**src/capture_compare_map.svh**
```systemverilog
// Register offsets, field positions, reset values and counts for the unit.
// Assumes byte addresses on an APB bus with one 32-bit word per register.
`ifndef CAPTURE_COMPARE_MAP_SVH
`define CAPTURE_COMPARE_MAP_SVH

// Register byte offsets.
`define ADDR_MODE      8'h00
`define ADDR_VALUE_LO  8'h04
`define ADDR_VALUE_HI  8'h08
`define ADDR_STATUS    8'h0c
`define ADDR_T2_CTRL   8'h10
`define ADDR_PERIOD    8'h14
`define ADDR_T2_COUNT  8'h18

// Reset values.
`define MODE_RST       6'h00
`define T2_CTRL_RST    7'h00
`define PERIOD_RST     8'hff
`define BYTE_RST       8'h00

// Mode control fields.
`define MODE_W         6
`define MODE_HI        3
`define MODE_LO        0
`define CLASS_HI       3
`define CLASS_LO       2
`define DUTY_HI        5
`define DUTY_LO        4
`define CLASS_CAPTURE  2'h1
`define CLASS_COMPARE  2'h2
`define CLASS_PWM      2'h3

// Status and Timer2 control fields.
`define STATUS_FLAG    0
`define T2_CTRL_W      7
`define T2_ON          2
`define T2_PS_HI       1
`define T2_PS_LO       0
`define T2_POST_HI     6
`define T2_POST_LO     3

// Prescaler terminal counts.
`define Q_LAST         2'h3
`define PS1_LAST       4'h0
`define PS4_LAST       4'h3
`define PS16_LAST      4'hf

`endif

```
**src/capture_compare_pkg.sv**
```systemverilog
// Types shared by the capture, compare and PWM unit.
// Assumes the map header supplies all numeric offsets and fields.
package capture_compare_pkg;

   // Mode field encodings; codes 0001 to 0011 are unused.
   typedef enum logic [3:0]
   {
      MODE_OFF       = 4'h0,
      MODE_CAP_FALL  = 4'h4,
      MODE_CAP_RISE  = 4'h5,
      MODE_CAP_4TH   = 4'h6,
      MODE_CAP_16TH  = 4'h7,
      MODE_CMP_SET   = 4'h8,
      MODE_CMP_CLEAR = 4'h9,
      MODE_CMP_SOFT  = 4'ha,
      MODE_CMP_TRIG  = 4'hb
   } unit_mode_e;

endpackage

```
**src/unit_link_if.sv**
```systemverilog
// Signals between the unit core, its Timer2 time base and its edge detector.
// Assumes all three parties share one clock.
`timescale 1ns/1ps
`default_nettype none

interface unit_link_if;
   logic [6:0] t2_ctrl;
   logic [7:0] t2_period;
   logic       t2_wr_count;
   logic       t2_wr_ctrl;
   logic [7:0] t2_wr_data;
   logic [7:0] t2_count;
   logic [1:0] t2_fine;
   logic       t2_rollover;
   logic       t2_update;
   logic [3:0] cap_mode;
   logic       cap_pin;
   logic       cap_event;

   modport timer_side (input t2_ctrl, t2_period, t2_wr_count, t2_wr_ctrl, t2_wr_data,
                       output t2_count, t2_fine, t2_rollover, t2_update);
   modport capture_side (input cap_mode, cap_pin, output cap_event);
endinterface

`default_nettype wire
```
**src/capture_compare_pwm_unit.sv**
```systemverilog
// Capture, compare and PWM unit with its registers on an APB slave port.
// Assumes Timer1 and the A/D converter sit outside on the same clock.
//
// Contract
// - Capture prescaler counter is cleared whenever the unit is not capturing.
// - Switching between capture prescales keeps the partly filled counter.
// - Compare mode matches value with Timer1, acts on pin, sets flag.
// - Writing zero to mode control forces the compare latch low.
// - Software-interrupt compare leaves pin alone and only sets the flag.
// - Special event on the first unit resets Timer1, a programmable period.
// - Second unit's special event resets Timer1 and starts A/D when enabled.
// - Smallest member: first unit's special event also starts A/D conversion.
// - Special event Timer1 reset never sets the Timer1 overflow flag.
// - Writing zero to mode control forces the PWM latch low.
// - At period match Timer2 clears, pin sets unless 0%, duty reloads.
// - Timer2 postscaler never affects the PWM period.
// - Duty is ten bits: low byte above mode control bits 5:4.
// - Duty takes effect at next period match; high byte read-only in PWM.
// - Buffered duty against Timer2 plus two fine bits clears the pin.
// - Duty beyond the period never clears the pin, giving 100% high.
// - Mode field encodes off, four capture, four compare, and PWM modes.
// - Capture copies Timer1 into the value register and sets the flag.
// - Timer2 prescale field maps 00 to 1, 01 to 4, 1x to 16.
//
// Register access over APB and the register addresses were left to the implementer.
`timescale 1ns/1ps
`default_nettype none
`include "capture_compare_map.svh"

module capture_compare_pwm_unit
#(
   parameter bit SECOND_UNIT     = 1'b0,
   parameter bit SMALLEST_MEMBER = 1'b0
)
(
   // Clock and reset.
   input  wire logic        clock_in,
   input  wire logic        rstn_in,
   // APB slave port.
   input  wire logic        psel_in,
   input  wire logic        penable_in,
   input  wire logic        pwrite_in,
   input  wire logic [7:0]  paddr_in,
   input  wire logic [31:0] pwdata_in,
   output logic      [31:0] prdata_out,
   output logic             pready_out,
   output logic             pslverr_out,
   // Timer1, Timer2 and A/D hooks.
   input  wire logic [15:0] timer1_count_in,
   input  wire logic        timer1_overflow_in,
   input  wire logic        adc_enable_in,
   output logic             timer1_reset_out,
   output logic             timer1_overflow_set_out,
   output logic             adc_start_out,
   output logic             timer2_update_out,
   // Pin and event.
   input  wire logic        unit_pin_in,
   output logic             unit_pin_out,
   output logic             unit_event_flag_out
);

   // ****************************************************************
   // Declarations
   // ****************************************************************

   logic [5:0]  unit_mode_control;
   logic [7:0]  duty_low_byte;
   logic [7:0]  value_high_byte;
   logic [1:0]  duty_fine_latch;
   logic        unit_event_flag;
   logic [6:0]  timer2_control;
   logic [7:0]  pwm_period_limit;
   logic        pin_latch;
   logic        match_seen;
   logic        pwm_set_due;

   logic        setup_phase;
   logic        access_phase;
   logic        wr;
   logic        hit_mode;
   logic        hit_vlo;
   logic        hit_vhi;
   logic        hit_status;
   logic        hit_t2ctrl;
   logic        hit_period;
   logic        hit_t2count;
   logic        addr_hit;
   logic        wr_mode;
   logic        wr_mode_zero;
   logic [31:0] read_mux;

   logic [3:0]  mode_field;
   logic        mode_off;
   logic        cap_mode;
   logic        cmp_mode;
   logic        pwm_mode;
   logic        t1_match;
   logic        match_rise;
   logic        trigger;
   logic        cap_take;
   logic        event_set;
   logic        status_clear;
   logic [9:0]  duty_next;
   logic        pwm_load;
   logic        pwm_clear;
   logic        next_pin_latch;

   unit_link_if link ();

   // ****************************************************************
   // Submodules
   // ****************************************************************

   // Timer2 time base for PWM.
   timer2_base u_timer2
   (
      .clock_in (clock_in),
      .rstn_in  (rstn_in),
      .link     (link.timer_side)
   );

   // Pin synchroniser and capture prescaler.
   capture_edge_detect u_capture
   (
      .clock_in (clock_in),
      .rstn_in  (rstn_in),
      .link     (link.capture_side)
   );

   // ****************************************************************
   // APB decode
   // ****************************************************************

   // Phase, address and write decode.
   assign setup_phase  = psel_in & ~penable_in;
   assign access_phase = psel_in & penable_in;
   assign wr           = access_phase & pwrite_in;
   assign hit_mode     = paddr_in == `ADDR_MODE;
   assign hit_vlo      = paddr_in == `ADDR_VALUE_LO;
   assign hit_vhi      = paddr_in == `ADDR_VALUE_HI;
   assign hit_status   = paddr_in == `ADDR_STATUS;
   assign hit_t2ctrl   = paddr_in == `ADDR_T2_CTRL;
   assign hit_period   = paddr_in == `ADDR_PERIOD;
   assign hit_t2count  = paddr_in == `ADDR_T2_COUNT;
   assign addr_hit     = hit_mode | hit_vlo | hit_vhi | hit_status |
                         hit_t2ctrl | hit_period | hit_t2count;
   assign wr_mode      = wr & hit_mode;
   assign wr_mode_zero = wr_mode &
                         (pwdata_in[`MODE_HI:`MODE_LO] == capture_compare_pkg::MODE_OFF);

   // Zero wait states; an unmapped address answers with an error.
   assign pready_out  = 1'b1;
   assign pslverr_out = access_phase & ~addr_hit;

   // Read selection; upper bits read as zero.
   assign read_mux =
      hit_mode    ? 32'(unit_mode_control) :
      hit_vlo     ? 32'(duty_low_byte) :
      hit_vhi     ? 32'(value_high_byte) :
      hit_status  ? 32'(unit_event_flag) :
      hit_t2ctrl  ? 32'(timer2_control) :
      hit_period  ? 32'(pwm_period_limit) :
      hit_t2count ? 32'(link.t2_count) :
      32'h0000_0000;

   // ****************************************************************
   // Mode and event decode
   // ****************************************************************

   // Mode classes.
   assign mode_field = unit_mode_control[`MODE_HI:`MODE_LO];
   assign mode_off   = mode_field == capture_compare_pkg::MODE_OFF;
   assign cap_mode   = mode_field[`CLASS_HI:`CLASS_LO] == `CLASS_CAPTURE;
   assign cmp_mode   = mode_field[`CLASS_HI:`CLASS_LO] == `CLASS_COMPARE;
   assign pwm_mode   = mode_field[`CLASS_HI:`CLASS_LO] == `CLASS_PWM;

   // Compare acts once per entry into equality, not every cycle it lasts.
   assign t1_match   = {value_high_byte, duty_low_byte} == timer1_count_in;
   assign match_rise = cmp_mode & t1_match & ~match_seen;
   assign trigger    = match_rise & (mode_field == capture_compare_pkg::MODE_CMP_TRIG);

   // Capture and flag events; a set beats a clear in the same cycle.
   assign cap_take     = cap_mode & link.cap_event;
   assign event_set    = cap_take | match_rise;
   assign status_clear = wr & hit_status & pwdata_in[`STATUS_FLAG];

   // PWM duty assembly and pin decisions.
   assign duty_next = {duty_low_byte, unit_mode_control[`DUTY_HI:`DUTY_LO]};
   assign pwm_load  = pwm_mode & link.t2_rollover;
   // A duty beyond the period never meets the count, so the pin stays high.
   assign pwm_clear = pwm_mode &
      ({value_high_byte, duty_fine_latch} == {link.t2_count, link.t2_fine});

   // Pin latch next value, highest priority first.
   // The PWM set lands one cycle after the reload, so it lags like the clear does.
   assign next_pin_latch =
      wr_mode_zero ? 1'b0 :
      mode_off     ? 1'b0 :
      (pwm_mode && pwm_set_due) ? 1'b1 :
      pwm_clear    ? 1'b0 :
      (match_rise && mode_field == capture_compare_pkg::MODE_CMP_SET)   ? 1'b1 :
      (match_rise && mode_field == capture_compare_pkg::MODE_CMP_CLEAR) ? 1'b0 :
      pin_latch;

   // Link wiring.
   assign link.t2_ctrl     = timer2_control;
   assign link.t2_period   = pwm_period_limit;
   assign link.t2_wr_count = wr & hit_t2count;
   assign link.t2_wr_ctrl  = wr & hit_t2ctrl;
   assign link.t2_wr_data  = pwdata_in[7:0];
   assign link.cap_mode    = mode_field;
   assign link.cap_pin     = unit_pin_in;

   // Outputs straight from state.
   assign unit_pin_out        = pin_latch;
   assign unit_event_flag_out = unit_event_flag;
   assign timer2_update_out   = link.t2_update;
   // Special resets are not overflows and must not raise the overflow flag.
   assign timer1_overflow_set_out = timer1_overflow_in & ~trigger & ~timer1_reset_out;

   // ****************************************************************
   // Registers
   // ****************************************************************

   // Mode control.
   always_ff @(posedge clock_in or negedge rstn_in)
   begin
      if (!rstn_in)
         unit_mode_control <= `MODE_RST;
      else if (wr_mode)
         unit_mode_control <= pwdata_in[`MODE_W-1:0];
   end

   // Value low byte: captured count or duty upper bits.
   always_ff @(posedge clock_in or negedge rstn_in)
   begin
      if (!rstn_in)
         duty_low_byte <= `BYTE_RST;
      else if (cap_take)
         duty_low_byte <= timer1_count_in[7:0];
      else if (wr && hit_vlo)
         duty_low_byte <= pwdata_in[7:0];
   end

   // Value high byte: captured count, reloaded duty, or software data.
   always_ff @(posedge clock_in or negedge rstn_in)
   begin
      if (!rstn_in)
         value_high_byte <= `BYTE_RST;
      else if (cap_take)
         value_high_byte <= timer1_count_in[15:8];
      else if (pwm_load)
         value_high_byte <= duty_low_byte;
      else if (wr && hit_vhi && !pwm_mode)
         value_high_byte <= pwdata_in[7:0];
   end

   // Hidden two-bit duty latch.
   always_ff @(posedge clock_in or negedge rstn_in)
   begin
      if (!rstn_in)
         duty_fine_latch <= 2'h0;
      else if (pwm_load)
         duty_fine_latch <= unit_mode_control[`DUTY_HI:`DUTY_LO];
   end

   // Event flag, cleared by writing one.
   always_ff @(posedge clock_in or negedge rstn_in)
   begin
      if (!rstn_in)
         unit_event_flag <= 1'b0;
      else if (event_set)
         unit_event_flag <= 1'b1;
      else if (status_clear)
         unit_event_flag <= 1'b0;
   end

   // Timer2 control and period limit.
   always_ff @(posedge clock_in or negedge rstn_in)
   begin
      if (!rstn_in)
      begin
         timer2_control   <= `T2_CTRL_RST;
         pwm_period_limit <= `PERIOD_RST;
      end
      else
      begin
         if (wr && hit_t2ctrl)
            timer2_control <= pwdata_in[`T2_CTRL_W-1:0];
         if (wr && hit_period)
            pwm_period_limit <= pwdata_in[7:0];
      end
   end

   // Pin latch and match history.
   always_ff @(posedge clock_in or negedge rstn_in)
   begin
      if (!rstn_in)
      begin
         pin_latch  <= 1'b0;
         match_seen <= 1'b0;
         pwm_set_due <= 1'b0;
      end
      else
      begin
         pin_latch  <= next_pin_latch;
         match_seen <= cmp_mode & t1_match;
         pwm_set_due <= pwm_load & (duty_next != 10'h000);
      end
   end

   // Special event pulses toward Timer1 and the A/D converter.
   always_ff @(posedge clock_in or negedge rstn_in)
   begin
      if (!rstn_in)
      begin
         timer1_reset_out <= 1'b0;
         adc_start_out    <= 1'b0;
      end
      else
      begin
         timer1_reset_out <= trigger;
         adc_start_out    <= trigger & adc_enable_in &
                             (SECOND_UNIT | SMALLEST_MEMBER);
      end
   end

   // Read data is caught in the setup phase and held for the access phase.
   always_ff @(posedge clock_in or negedge rstn_in)
   begin
      if (!rstn_in)
         prdata_out <= 32'h0000_0000;
      else if (setup_phase)
         prdata_out <= read_mux;
   end
endmodule

`default_nettype wire

```
**src/capture_edge_detect.sv**
```systemverilog
// Pin synchroniser, edge detector and capture event prescaler.
// Assumes the pin is asynchronous to the core clock.
`timescale 1ns/1ps
`default_nettype none
`include "capture_compare_map.svh"

module capture_edge_detect
(
   // Clock and reset.
   input  wire logic         clock_in,
   input  wire logic         rstn_in,
   // Link to the core.
   unit_link_if.capture_side link
);

   logic       sync_a;
   logic       sync_b;
   logic       prev;
   logic [3:0] edges;
   logic       rise;
   logic       fall;
   logic       is_capture;

   // Edge decode on the second synchroniser stage.
   assign rise       = sync_b & ~prev;
   assign fall       = ~sync_b & prev;
   assign is_capture = link.cap_mode[`CLASS_HI:`CLASS_LO] == `CLASS_CAPTURE;
   assign link.cap_event = is_capture &
      ((link.cap_mode == capture_compare_pkg::MODE_CAP_FALL) ? fall :
       (link.cap_mode == capture_compare_pkg::MODE_CAP_RISE) ? rise :
       (link.cap_mode == capture_compare_pkg::MODE_CAP_4TH)  ? rise & (edges[1:0] == 2'(`PS4_LAST)) :
       rise & (edges == `PS16_LAST));

   // Synchroniser and rising-edge counter; switching between capture modes keeps it.
   always_ff @(posedge clock_in or negedge rstn_in)
   begin
      if (!rstn_in)
      begin
         sync_a <= 1'b0;
         sync_b <= 1'b0;
         prev   <= 1'b0;
         edges  <= 4'h0;
      end
      else
      begin
         sync_a <= link.cap_pin;
         sync_b <= sync_a;
         prev   <= sync_b;
         if (!is_capture)
            edges <= 4'h0;
         else if (rise)
            edges <= 4'(edges + 4'h1);
      end
   end
endmodule

`default_nettype wire

```
**src/timer2_base.sv**
```systemverilog
// Timer2 time base: quarter clock, 1/4/16 prescaler, period match, postscaler.
// Assumes the core clock is the oscillator clock, four per instruction cycle.
`timescale 1ns/1ps
`default_nettype none
`include "capture_compare_map.svh"

module timer2_base
(
   // Clock and reset.
   input  wire logic       clock_in,
   input  wire logic       rstn_in,
   // Link to the core.
   unit_link_if.timer_side link
);

   logic [1:0] quarter;
   logic [3:0] presc;
   logic [3:0] post;
   logic [7:0] count;
   logic       running;
   logic [1:0] ps_sel;
   logic [3:0] post_sel;
   logic [3:0] presc_last;
   logic       presc_done;
   logic       inc;
   logic       clear_ps;

   // Prescaler decode, increment and period match.
   assign running    = link.t2_ctrl[`T2_ON];
   assign ps_sel     = link.t2_ctrl[`T2_PS_HI:`T2_PS_LO];
   assign post_sel   = link.t2_ctrl[`T2_POST_HI:`T2_POST_LO];
   assign presc_last = ps_sel[1] ? `PS16_LAST : (ps_sel[0] ? `PS4_LAST : `PS1_LAST);
   assign presc_done = presc == presc_last;
   assign inc        = running & (quarter == `Q_LAST) & presc_done;
   assign clear_ps   = link.t2_wr_ctrl | link.t2_wr_count;
   assign link.t2_rollover = inc & (count == link.t2_period);
   // Fine bits extend the count: quarter clock, or prescaler bits 1:0 at 1/4 and bits 3:2 at 1/16.
   assign link.t2_fine = ps_sel[1] ? presc[3:2] : (ps_sel[0] ? presc[1:0] : quarter);
   // The postscaler only paces updates and never touches the period.
   assign link.t2_update = link.t2_rollover & (post == post_sel);
   assign link.t2_count  = count;

   // Quarter clock and prescaler.
   always_ff @(posedge clock_in or negedge rstn_in)
   begin
      if (!rstn_in)
      begin
         quarter <= 2'h0;
         presc   <= 4'h0;
      end
      else
      begin
         quarter <= 2'(quarter + 2'h1);
         if (clear_ps)
            presc <= 4'h0;
         else if (running && quarter == `Q_LAST)
            presc <= presc_done ? 4'h0 : 4'(presc + 4'h1);
      end
   end

   // Count and postscaler.
   always_ff @(posedge clock_in or negedge rstn_in)
   begin
      if (!rstn_in)
      begin
         count <= `BYTE_RST;
         post  <= 4'h0;
      end
      else
      begin
         if (link.t2_wr_count)
            count <= link.t2_wr_data;
         else if (link.t2_rollover)
            count <= `BYTE_RST;
         else if (inc)
            count <= 8'(count + 8'h01);
         if (clear_ps)
            post <= 4'h0;
         else if (link.t2_rollover)
            post <= (post == post_sel) ? 4'h0 : 4'(post + 4'h1);
      end
   end
endmodule

`default_nettype wire

```
**config.mk**
```make
export PLATFORM = sky130hd
export DESIGN_NAME = capture_compare_pwm_unit
export DESIGN_NICKNAME = d
export VERILOG_FILES = /design/src/capture_compare_pkg.sv /design/src/unit_link_if.sv /design/src/capture_compare_pwm_unit.sv /design/src/capture_edge_detect.sv /design/src/timer2_base.sv
export VERILOG_INCLUDE_DIRS = /design/src /design/src/src
export SDC_FILE = /design/constraint.sdc
export NUM_CORES = 1
export LEC_CHECK = 0
export ABC_AREA = 1
export BUFFER_PORTS_ARGS = -buffer_cell sky130_fd_sc_hd__buf_4
export CORE_UTILIZATION = 44
export DETAILED_ROUTE_END_ITERATION = 8
export GPL_ROUTABILITY_DRIVEN = 0
export PLACE_DENSITY = 0.63
export SETUP_SLACK_MARGIN = 0.4
export SYNTH_ARGS = -nofsm -noshare
export SYNTH_HDL_FRONTEND = slang
export SYNTH_SLANG_ARGS = --single-unit
export TNS_END_PERCENT = 50
```
**constraint.sdc**
```tcl
create_clock -name clock_in -period 3.5 [get_ports clock_in]
set_input_delay 0.175 -clock clock_in [delete_from_list [all_inputs] [get_ports clock_in]]
set_output_delay 0.175 -clock clock_in [all_outputs]
set_load 0.02 [all_outputs]
```
==> metrics.md <==
| Metric | Value |
|---|---|
| Slew @ Worst Pin | `992.9 ps` |
| # diodes | `0` |
| Status | `finished, final reports clean` |
| Core Util, Final | `52.54%` |
| Worst r2r dst | `value_high_byte[7]$_DFFE_PN0P_` |
| Clock sink count | `just under 80` |
| DR WL/cell | `15.54 µm` |
| Critical path type | `register to primary output` |
| Final setup violation count | `0` |
| Max Clk Rate | `approximately 0.44 GHz` |
| Yosys reg bits | `a little under 80` |
| Reg area | `1937 µm²` |
| Fillcell total | `around 1,100` |
| First-pass GRT wire length | `22.30 mm` |
| Final Critical Period | `2294 ps` |
| CP arrival | `~2100 ps` |
| Relative slew slack | `33.81%` |
| Cells after Synth | `688` |
| DR iter-0 viols | `373` |
| Pins Over Slew Limit | `0` |
| Worst-path maximum fanout | `4` |
| CP endpoint kind | `primary output` |
| Final hold violations | `0` |
| RSZ-0062 raised after global routing | `no` |
| Cell variety after synth | `between 40 and 50` |
| Layout cells sized above 1 | `between 10% and 20%` |
| Core Footprint | `10,940 µm²` |
| TritonRoute pass-1 iters | `6` |
| Full die area | `11,790 µm²` |
| Clock root buffer | `clkbuf_16` |
| Ys Warns | `0` |
| Reg-to-Reg Start | `u_capture.edges[0]$_DFFE_PN0P_` |
| P&R area growth vs syn | `14.91%` |
| Vias in the first global route | `4,367` |
| Most frequent cells in the layout | `nand2_1 (175), inv_1 (102), dfrtp_1 (69)` |
| Vias | `4,650` |
| Sequential element share of the synthesized area | `38.74%` |
| Class of the worst hold path | `input port to asynchronous set/reset pin` |
| Total wire length | `13.77 mm` |
| Max_cap viols | `0` |
| Post-route cell area | `5746 µm²` |
| Via/cell ratio | `5.248` |
| Syn avg cell area | `7.267 µm²` |
| Setup TNS | `0 ps` |
| Post-Syn Area | `5000 µm²` |
| Clock Path Buffers | `2` |
| CTS Hold Bufs | `1` |
| Critical path, cell by cell | `inv_1 > nand2_1 > o21ai_0 > nor2_1 > nand2_1 > nor3_1 > and3_1 > nand2_1 > nor2_1 > nor2_1 > buf_4` |
| Worst hold slack | `4.689 ps` |
| Ports | `104` |
| Most common cell after layout, fill and taps aside | `nand2_1` |
| CTS resizes | `0` |
| Initial core utilization | `45.72%` |
| Worst vdd ir | `0.0002545 V` |
| Startpoint Class | `register` |
| Largest stage delay, worst path | `440 ps` |
| CTS H-Tree Depth | `3` |
| Pwr dens | `393.0 nW/µm²` |
| Port bufs | `52` |
| Die Width | `108.6 µm` |
| Final WS setup | `~1200 ps` |
| Dpl cell area | `approximately 5400 µm²` |
| CP max-delay cell | `dfrtp_1` |
| CP required | `3320 ps` |
| Overall Power | `2.258 mW` |
| Post-Place Setup Slack | `1280 ps` |
| Reg2reg path depth | `10` |
| Worst-path clk slew | `about 70 ps` |
| Grt total ovfl | `0` |
| Worst Clk Skew | `about 9 ps` |
| Layout Nets | `810` |
| DP Cell Count | `around 870` |
| DR DRC count | `0` |
| Die Height | `108.6 µm` |
| Leakage | `2.936 nW` |
| Buf/Inv on CP | `2` |
| Row cnt | `38` |
| Tcrit/Tclk final | `between 60 and 70%` |
| Delay-heaviest family, CP | `simple AND/OR/NAND/NOR gates` |
| Post-DP HPWL | `around 10 mm` |
| R2R Setup Slk | `about 1300 ps` |
| Antenna Violating Nets Remaining | `0` |
| Largest net degree at the start of global routing | `just under 80` |
| Setup repair bufs after CTS | `0` |
| Area of the multi-input gates | `2504 µm²` |
| TritonCTS buffer count | `9` |
| CTS tree | `built` |
| Initial antenna violation count | `0` |
| Worst-Skew Late Latency | `340 ps` |
| Total Routing Usage GR | `25.35%` |
| Finished Layout Cells | `886` |
## registers in the layout, indices dropped and copies added (netlist names), 2 cells and up
register and flops:
duty_low_byte 8, link.t2_period 8, prdata_out 8, u_timer2.link.t2_count 8, value_high_byte 8, link.t2_ctrl 7, unit_mode_control 6, u_capture.edges 4
u_timer2.post 4, u_timer2.presc 4, duty_fine_latch 2, u_timer2.quarter 2
## layer usage
metal | global-route usage (%) | up-vias | routed length (µm)
met3 | 5.244 | 27 | 878
met4 | 8.205 | 0 | 334
li1 | - | 2295 | -
met2 | 38.43 | 178 | 6092
met1 | 35.96 | 2150 | 6466
met5 | 0 | - | 0
## where the power goes
group	switching, mW	internal (mW)
clock network	0.400	0.627
logic	0.182	0.0942
registers	0.0346	0.919
total	0.617	1.64
## synthesized netlist by cell type
cell type  instances  area share (%)
xor2_1             9             1.6
clkbuf_1           5            0.38
nor4b_1            1            0.18
a21oi_1           18             1.8
nand2_4            2            0.45
o2111ai_1          6             1.1
nand3_4            1            0.35
nand4_1            9             1.1
nor2_4             4            0.90
nand2_2            3            0.38
o31ai_1            5            0.75
inv_1            102             7.7
and3_1             1            0.13
nor3_1             8            0.80
o221ai_1          14             2.5
nor2_1            62             4.7
o21ai_2           10             1.8
nand3_1           42             4.2
dfrtp_1           69              35
nand2_1          175              13
o32ai_1            1            0.18
nor2_2             5            0.63
o22ai_1            6            0.75
o21ai_0           48             4.8
conb_1             2            0.15
a41oi_1            1            0.18
buf_6              2            0.45
inv_2              4            0.30
buf_2              1            0.10
ha_1               5             1.3
a31oi_1            3            0.38
nand3_2            1            0.20
dfstp_2            8             4.2
xnor2_1           13             2.3
a221oi_1           1            0.18
o21ai_1            8            0.80
nor4_1             3            0.38
a211oi_1           1            0.15
clkbuf_2           2            0.20
buf_4             26             3.9
mux2_4             1            0.30
## worst max-delay path by stage
stage | start | to | slack, ps | cells after the start
floorplan | link.t2_ctrl[0]$_DFFE_PN0P_ | duty_fine_latch[0]$_DFFE_PN0P_ | 1850 | 8
global placement | u_capture.edges[0]$_DFFE_PN0P_ | value_high_byte[5]$_DFFE_PN0P_ | 1360 | 10
detailed placement | u_capture.edges[0]$_DFFE_PN0P_ | value_high_byte[7]$_DFFE_PN0P_ | 1280 | 10
CTS | value_high_byte[3]$_DFFE_PN0P_ | timer1_overflow_set_out | 1260 | 11
global route | u_capture.edges[0]$_DFFE_PN0P_ | value_high_byte[7]$_DFFE_PN0P_ | 990 | 10
finish | value_high_byte[3]$_DFFE_PN0P_ | timer1_overflow_set_out | 1210 | 11
## cells by family after synthesis
group	after synthesis	share of synthesized area (%)
AOI/OAI and AO/OA	122	15.22
xor gates and xnor gates	22	3.854
adders and majority gates	5	1.251
buffers and inverters	142	12.99
DFF	77	38.74
muxes	1	0.3002
other	2	0.1502
and+or+nand+nor	317	27.50
## final cells by class
class / count / share of cell area, %
multi-input cells: 493 / 43.58
flip-flops and latches: 77 / 33.71
repair buffers: 54 / 7.099
inverters: 106 / 6.925
clock buffers: 9 / 3.920
well taps: 140 / 3.049
clock inverters: 7 / 1.720
Note: power is estimated with default switching activity, not from simulation.
